$ cat config.mk
export PLATFORM = sky130hd
export DESIGN_NAME = pfs_status
export DESIGN_NICKNAME = d
export VERILOG_FILES = /design/src/pfs_sync.v /design/src/pfs_status.v
export VERILOG_INCLUDE_DIRS = /design/src
export SDC_FILE = /design/constraint.sdc
export NUM_CORES = 1
export LEC_CHECK = 0
export ABC_AREA = 0
export ABC_CLOCK_PERIOD_IN_PS = 1300
export BUFFER_PORTS_ARGS = -buffer_cell sky130_fd_sc_hd__buf_2
export CORE_MARGIN = 1.5
export CORE_UTILIZATION = 44
export CTS_CLUSTER_DIAMETER = 120
export CTS_CLUSTER_SIZE = 12
export DETAILED_ROUTE_END_ITERATION = 8
export PLACE_DENSITY = 0.77
export SLEW_MARGIN = 20
export SYNTH_ARGS = -nofsm -noshare
export SYNTH_HDL_FRONTEND = slang
export SYNTH_SLANG_ARGS = --single-unit
export TNS_END_PERCENT = 30
$ cat constraint.sdc
create_clock -name CORE_CLK -period 1.3 [get_ports CORE_CLK]
set_input_delay 0.13 -clock CORE_CLK [delete_from_list [all_inputs] [get_ports CORE_CLK]]
set_output_delay 0.13 -clock CORE_CLK [all_outputs]
set_load 0.005 [all_outputs]
$ cat src/pfs_defs.vh
// constants for the function status register block
`ifndef PFS_DEFS_VH
`define PFS_DEFS_VH

`define PFS_CMD_OFFSET      8'h04
`define PFS_STATUS_OFFSET   8'h06
`define PFS_STATUS_RESET    16'h0210

`define PFS_BIT_PAR_DET     15
`define PFS_BIT_SYS_SIG     14
`define PFS_BIT_RECEIVED_MASTER_ABORT_RX   13
`define PFS_BIT_TABORT_RX   12
`define PFS_BIT_TABORT_TX   11
`define PFS_BIT_DEVSEL_HI   10
`define PFS_BIT_DEVSEL_LO   9
`define PFS_BIT_MDPE        8
`define PFS_BIT_FB2B        7
`define PFS_BIT_UDF_SUP     6
`define PFS_BIT_HS_CAP      5
`define PFS_BIT_CAPABILITIES_LIST_PRESENT     4
`define PFS_BIT_INT_STAT    3

`define PFS_CMD_BIT_PERESP  6
`define PFS_CMD_BIT_SERREN  8
`define PFS_CMD_BIT_INTDIS  10
`define PFS_CMD_WMASK       16'h0540

`define PFS_DEVSEL_MEDIUM   2'h1
`define PFS_STICKY_MASK     16'hF900

`endif

$ cat src/pfs_sync.v
// two-flop synchroniser bank for asynchronous event and level inputs
`timescale 1ns/10ps
module pfs_sync #(
	parameter W = 8
) (
	input  wire         clk,
	input  wire         rst,
	input  wire         ce,
	input  wire [W-1:0] din,
	output reg  [W-1:0] dout
);
	reg [W-1:0] stage1;

	always @(posedge clk or posedge rst) begin
		if (rst) begin
			stage1 <= {W{1'b0}};
			dout   <= {W{1'b0}};
		end else if (ce) begin
			stage1 <= din;
			dout   <= stage1;
		end
	end
endmodule

$ cat src/pfs_status.v
// function status register with command enable bits and interrupt gating
// How it works
// - parity error detected sets bit 15
// - serr signaled while enabled sets bit 14
// - own master cycle master-aborted sets bit 13
// - own cycle target-aborted sets bit 12
// - we target-abort a transaction, set bit 11
// - bits 10:9 fixed 01b, medium devsel
// - bit 8: perr, we master, response enabled
// - bit 7 reads zero
// - bit 6 reads zero
// - bit 5 reads zero
// - bit 4 reads one
// - bit 3 pending irq; intx when not disabled
// - interrupt disable masks output only
// - reserved bits 2:0 read zero
// - serr driver enabled only by command bit 8
`timescale 1ns/10ps
`include "pfs_defs.vh"
module pfs_status (
	// clock and reset
	input  wire        CORE_CLK,
	input  wire        RST,
	input  wire        CE,
	// configuration register access
	input  wire [7:0]  CFG_ADDR,
	input  wire        CFG_WR,
	input  wire [1:0]  CFG_BE,
	input  wire [15:0] CFG_WDATA,
	output reg  [15:0] CFG_RDATA,
	// bus event pulses from the pci engine, same clock
	input  wire        ADDR_PARITY_ERR,
	input  wire        DATA_PARITY_ERR,
	input  wire        MASTER_ABORT_RX,
	input  wire        TARGET_ABORT_RX,
	input  wire        TARGET_ABORT_TX,
	input  wire        BUS_MASTER_ACTIVE,
	input  wire        SYSTEM_ERROR_REQ,
	// bus pin and function interrupt source, asynchronous
	input  wire        PERR_N_IN,
	input  wire        FUNC_IRQ,
	// outputs
	output reg         SERR_N_OUT,
	output reg         SERR_N_OE,
	output reg         INTX_N_OUT,
	output reg         INTX_N_OE,
	output wire        PARITY_RESPONSE_EN
);
	// ------------------------------------------------------------
	// input synchronisers
	// ------------------------------------------------------------
	wire [1:0] synced;
	wire       perr_seen;
	wire       irq_pend;

	pfs_sync #(
		.W (2)
	) u_sync (
		.clk  (CORE_CLK),
		.rst  (RST),
		.ce   (CE),
		.din  ({~PERR_N_IN, FUNC_IRQ}),
		.dout (synced)
	);
	assign perr_seen = synced[1];
	assign irq_pend  = synced[0];

	// ------------------------------------------------------------
	// command enable bits
	// ------------------------------------------------------------
	reg  [15:0] cmd;
	wire        wr_cmd;
	wire        wr_stat;
	wire [15:0] be_mask;

	assign be_mask = {{8{CFG_BE[1]}}, {8{CFG_BE[0]}}};
	assign wr_cmd  = CFG_WR && (CFG_ADDR == `PFS_CMD_OFFSET);
	assign wr_stat = CFG_WR && (CFG_ADDR == `PFS_STATUS_OFFSET);
	assign PARITY_RESPONSE_EN = cmd[`PFS_CMD_BIT_PERESP];

	always @(posedge CORE_CLK or posedge RST) begin
		if (RST) begin
			cmd <= 16'h0000;
		end else if (CE && wr_cmd) begin
			cmd <= (cmd & ~(`PFS_CMD_WMASK & be_mask)) | (CFG_WDATA & `PFS_CMD_WMASK & be_mask);
		end
	end

	// ------------------------------------------------------------
	// command fields used here
	// ------------------------------------------------------------
	// only the three bits this block acts on
	wire parity_response_enable;
	wire serr_driver_enable;
	wire int_disable;

	assign parity_response_enable = cmd[`PFS_CMD_BIT_PERESP];
	assign serr_driver_enable     = cmd[`PFS_CMD_BIT_SERREN];
	assign int_disable            = cmd[`PFS_CMD_BIT_INTDIS];

	// ------------------------------------------------------------
	// system error signalling
	// ------------------------------------------------------------
	// serr only after an address parity error or an explicit request
	wire serr_addr_parity;
	wire serr_request;
	wire serr_cause;
	wire serr_fire;
	reg  next_serr_n_out;
	reg  next_serr_n_oe;

	assign serr_addr_parity = ADDR_PARITY_ERR;
	assign serr_request     = SYSTEM_ERROR_REQ;
	assign serr_cause       = serr_addr_parity || serr_request;
	assign serr_fire        = serr_driver_enable && serr_cause;

	// driver stays off unless enabled, so the pin idles released
	always @* begin
		next_serr_n_out = 1'b1;
		next_serr_n_oe  = 1'b0;
		if (serr_fire) begin
			next_serr_n_out = 1'b0;
			next_serr_n_oe  = 1'b1;
		end
	end

	always @(posedge CORE_CLK or posedge RST) begin
		if (RST) begin
			SERR_N_OUT <= 1'b1;
			SERR_N_OE  <= 1'b0;
		end else if (CE) begin
			SERR_N_OUT <= next_serr_n_out;
			SERR_N_OE  <= next_serr_n_oe;
		end
	end

	// ------------------------------------------------------------
	// flag set events
	// ------------------------------------------------------------
	// one-cycle pulses on this clock, except the synced pin
	wire        parity_event;
	wire        system_event;
	wire        received_master_abort_event;
	wire        tabort_rx_event;
	wire        tabort_tx_event;
	wire        master_perr_event;
	wire [15:0] ev;

	// address parity counts even while serr is disabled
	assign parity_event      = ADDR_PARITY_ERR || DATA_PARITY_ERR || perr_seen;
	assign system_event      = serr_fire;
	assign received_master_abort_event      = MASTER_ABORT_RX;
	assign tabort_rx_event   = TARGET_ABORT_RX;
	assign tabort_tx_event   = TARGET_ABORT_TX;
	// master state is taken live while the pin is two flops late
	assign master_perr_event = perr_seen && BUS_MASTER_ACTIVE && parity_response_enable;

	assign ev[15]   = parity_event;
	assign ev[14]   = system_event;
	assign ev[13]   = received_master_abort_event;
	assign ev[12]   = tabort_rx_event;
	assign ev[11]   = tabort_tx_event;
	assign ev[10:9] = 2'h0;
	assign ev[8]    = master_perr_event;
	assign ev[7:0]  = 8'h00;

	// ------------------------------------------------------------
	// write-one-to-clear decode
	// ------------------------------------------------------------
	// only sticky bits take a clear, fixed and live bits ignore writes
	wire        lane_lo;
	wire        lane_hi;
	wire [15:0] clr;

	assign lane_lo = wr_stat && CFG_BE[0];
	assign lane_hi = wr_stat && CFG_BE[1];
	assign clr     = {CFG_WDATA[15:8] & {8{lane_hi}}, CFG_WDATA[7:0] & {8{lane_lo}}} & `PFS_STICKY_MASK;

	// ------------------------------------------------------------
	// sticky error flags
	// ------------------------------------------------------------
	// set wins over a write-one clear in the same cycle
	wire [15:0] next_sticky;
	wire [15:0] sticky;

	genvar gi;
	generate
		for (gi = 0; gi < 16; gi = gi + 1) begin : g_flag
			if (((`PFS_STICKY_MASK >> gi) & 16'h0001) != 16'h0000) begin : g_sticky
				reg flag;

				// event term ORed outside the clear, so a set and a clear together leave the flag set
				assign next_sticky[gi] = ev[gi] | (flag & ~clr[gi]);
				assign sticky[gi]      = flag;

				always @(posedge CORE_CLK or posedge RST) begin
					if (RST) begin
						flag <= 1'b0;
					end else if (CE) begin
						flag <= next_sticky[gi];
					end
				end
			end else begin : g_fixed
				// fixed and live bits hold no state here
				assign next_sticky[gi] = 1'b0;
				assign sticky[gi]      = 1'b0;
			end
		end
	endgenerate

	// ------------------------------------------------------------
	// status word
	// ------------------------------------------------------------
	wire [4:0]  err_high;
	wire [1:0]  devsel_timing;
	wire        master_perr_flag;
	wire        fast_b2b_capable;
	wire        user_features_supported;
	wire        high_speed_capable;
	wire        capabilities_list_present;
	wire        int_status;
	wire [15:0] status;

	assign err_high                  = sticky[15:11];
	assign devsel_timing             = `PFS_DEVSEL_MEDIUM;
	assign master_perr_flag          = sticky[8];
	assign fast_b2b_capable          = 1'b0;
	assign user_features_supported   = 1'b0;
	assign high_speed_capable        = 1'b0;
	assign capabilities_list_present = 1'b1;
	// live level from the synced source, the disable bit never touches it
	assign int_status                = irq_pend;

	// fields in the order the host reads them
	assign status[15:11] = err_high;
	assign status[10:9]  = devsel_timing;
	assign status[8]     = master_perr_flag;
	assign status[7]     = fast_b2b_capable;
	assign status[6]     = user_features_supported;
	assign status[5]     = high_speed_capable;
	assign status[4]     = capabilities_list_present;
	assign status[3]     = int_status;
	assign status[2:0]   = 3'h0;

	// ------------------------------------------------------------
	// read port
	// ------------------------------------------------------------
	// registered so the host sees a value that cannot glitch mid-cycle
	wire        rd_cmd;
	wire        rd_stat;
	reg  [15:0] next_rdata;

	assign rd_cmd  = (CFG_ADDR == `PFS_CMD_OFFSET);
	assign rd_stat = (CFG_ADDR == `PFS_STATUS_OFFSET);

	// other offsets read zero
	always @* begin
		next_rdata = 16'h0000;
		if (rd_cmd) begin
			next_rdata = cmd;
		end else if (rd_stat) begin
			next_rdata = status;
		end
	end

	always @(posedge CORE_CLK or posedge RST) begin
		if (RST) begin
			CFG_RDATA <= 16'h0000;
		end else if (CE) begin
			CFG_RDATA <= next_rdata;
		end
	end

	// ------------------------------------------------------------
	// interrupt pin
	// ------------------------------------------------------------
	// the disable bit gates only the pin, never the status bit
	wire int_enable;
	wire int_drive;
	reg  next_intx_n_out;
	reg  next_intx_n_oe;

	assign int_enable = !int_disable;
	assign int_drive  = int_status && int_enable;

	always @* begin
		next_intx_n_out = 1'b1;
		next_intx_n_oe  = 1'b0;
		if (int_drive) begin
			next_intx_n_out = 1'b0;
			next_intx_n_oe  = 1'b1;
		end
	end

	always @(posedge CORE_CLK or posedge RST) begin
		if (RST) begin
			INTX_N_OUT <= 1'b1;
			INTX_N_OE  <= 1'b0;
		end else if (CE) begin
			INTX_N_OUT <= next_intx_n_out;
			INTX_N_OE  <= next_intx_n_oe;
		end
	end
endmodule

==> metrics.csv <==
stage;metric;value;unit
run_status;status;finished clean;
worst_setup_path;Setup crit end kind;register;
power;sw power;0.000337;W
yosys;Yosys reg bits;27;
finish;final core utilization;60.6;%
detailed_routing;First-pass DRT Iterations;4;
worst_setup_path;Critical Path Slowest Stage Cell;or4b_4;
worst_setup_path;crit path DAT;1.48;ns
yosys;sequential fraction of the synthesis area;56.6;%
detailed_routing;via count;936;
timing;Final Skew;0.00778;ns
detailed_routing;wire per inst;13.9;µm
worst_hold_path;worst hold path class;primary input to register;
power;Clk network pwr share;24.5;%
finish;synth-to-layout area growth;27.6;%
power;Net Sw Frac;23.7;%
yosys;Synth top area share;52.2;%
detailed_routing;DR DRC count;0;
die;die height;55.2;µm
finish;fin cells;178;
yosys;Yosys warning count;0;
job;number of max-cap violations;0;
grt;antenna violations before repair;0;
detailed_routing;Starting DRT DRC Count;12;
timing;Fin. Hold Viols;0;
timing;Final Hold Slack;0.0373;ns
yosys;largest area contributor in the netlist;dfrtp_1;
worst_setup_path;worst-path fanout max;3;
clock_network;Clock Sinks;27;
worst_setup_path;crit path cell chain;buf_2 -> or4b_4 -> nor4b_4 -> mux2_2;
power;Cell Pwr Density;929;nW/µm²
timing;Setup TNS Final;0;ns
placed_design;post-DP HPWL;1890;µm
yosys;cell area after synthesis;1200;µm²
finish;Layout Nets;188;
die;Placeable Area;2520;µm²
timing;Final setup viols;0;
worst_setup_path;critical path type;primary input to register;
die;Starting Density;47.5;%
yosys;Yosys cell types;34;
timing;FMAX;786;MHz
clock_network;Reg clk slew, reported paths;0.14;ns
finish;number of diodes;0;
placed_design;placer congestion estimate;0.714;
grt;first-pass GRT wire length;4000;µm
power;Combinational Power Share;12.3;%
timing;post-route clock period utilization;97.8;%
worst_setup_path;CP Launch Type;primary input;
clock_network;cts repair resizes;0;
yosys;EDFF count, synth;0;
placed_design;dpl cells;170;
grt;vias in the first global route;933;
yosys;ys async rst share;100;%
detailed_routing;DR vias/cell;5.26;
worst_setup_path;WP buf/inv;1;
timing;fin crit period;1.27;ns
timing;RSZ-0062 raised after global routing;no;
placed_design;Port Buffers;46;
clock_network;CTS H-Tree Depth;1;
grt;gr usage total;18.3;%
power;Int Pwr;0.00108;W
clock_network;buffer levels on the longest clock path;2;
yosys;Synth area leaders;dfrtp_1 (52%), mux2_2 (6.6%), a22o_1 (5.8%);
yosys;Avg Cell Area, Syn;12.9;µm²
die;Rows;18;
grt;GRT Residual Overflow;0;
yosys;Synth Flop Type;dfrtp_1;
clock_network;Root Buffer;clkbuf_4;
die;die width;55.2;µm
worst_setup_path;Required @ worst endpoint;1.51;ns
power;Worst VDD drop;0.000695;V
clock_network;TritonCTS clock tree;yes;
clock_network;Clock Latency Late Sink;0.31;ns
grt;pin count of the biggest net entering global routing;28;
yosys;cells after synthesis;93;
detailed_routing;drt total wl;2480;µm
worst_setup_path;CP top delay family;simple AND/OR/NAND/NOR gates;
timing;Final Max Slew Viols;0;
detailed_routing;DRT antenna net count;0;
power;Seq pwr share;63.2;%
finish;layout cells sized above 1;46.6;%
worst_setup_path;max incr delay on CP;0.57;ns
power;Leak Pwr;0.783;nW
die;die area;3050;µm²
clock_network;cts bufs inserted;3;
die;Top Ports;60;
metrics by stage:
stage	area (µm²)	setup slack (ns)	total power [W]
after global placement	1460	-0.291	0.00107
after global routing	1530	0.0183	0.00149
final	1530	0.0281	0.00142
after detailed placement	1460	-0.310	0.00108
after floorplan	1210	-0.144	0.00100
after CTS	1530	0.0425	0.00144
cell usage in the layout (no fill, tap or decap), drive strengths merged, types with 3 or more instances in the layout:
master,n
clkbuf,3
a22o,8
dlygate4sd3,4
dfrtp,25
nor2b,5
a221o,3
mux2,7
buf,52
inv,4
nor4b,3
conb,5
layout make-up:
type,instances,area (µm²)
clock buffers,3,22.5
clock inverters,1,5.00
fillers,221,993
inverters,5,18.8
multi-input cells,56,452
flip-flops and latches,27,678
well taps,30,37.5
repair buffers,56,315
timing repair:
action	4_1_cts	5_1_grt
hold endpoints to repair	28	0
buffers inserted	0	0
hold buffers	4	0
final timing paths:
path,startpoint,end,slack [ns],cells after the start
setup reg to reg,u_sync.dout[1],g_flag[15].g_sticky.flag,0.13,3
min in group asynchronous,RST,CFG_RDATA[9],0.39,4
hold / removal,CFG_WDATA[6],register,0.04,2
max in group asynchronous,RST,INTX_N_OUT,0.61,4
hold reg to reg,CFG_RDATA[9],CFG_RDATA[9],0.52,1
setup / recovery,CFG_ADDR[6],register,0.03,4
Yosys cell counts (2+ instances only):
cell type	number
o21ai_0	2
o21a_1	2
dfrtp_1	25
nand2_1	2
inv_1	4
buf_4	6
a31oi_1	2
dfstp_2	2
nor4b_1	2
a22o_1	8
mux2_2	7
nand4_1	2
a221o_1	3
nor2b_1	5
or4b_4	2
cells by family after synthesis:
logic type | after synthesis | share of synthesized area [%]
buffers and inverters | 14 | 6.99
other | 1 | 0.313
DFF | 27 | 56.6
muxes | 7 | 6.58
and+or+nand+nor | 21 | 14.2
AOI/OAI and AO/OA | 23 | 15.3
power groups by stage:
stage / clock network, W / registers, W / logic [W]
6_report: 0.000348 / 0.000897 / 0.000175
5_1_grt: 0.000389 / 0.000902 / 0.000194
4_1_cts: 0.000365 / 0.000897 / 0.000176
3_5_place_dp: 0 / 0.000912 / 0.000166
3_3_place_gp: 0 / 0.000912 / 0.000161
2_1_floorplan: 0 / 0.000910 / 0.0000917
worst reg2reg max path, cell delays in order (launching register included):
cell and delay, ns:
dfrtp_1 0.42, o31ai_1 0.41, nand2_1 0.10, a2bb2oi_1 0.14
layer usage:
layer	vias to the layer above	part of all wire, %	GRT usage, %	wire, µm
li1	446	-	-	-
met2	31	48	32.5	1180
met4	0	1.1	5.69	27
met5	-	0	0	0
met3	2	6.5	3.23	161
met1	457	45	22.4	1110
Note: power is estimated with default switching activity, not from simulation.
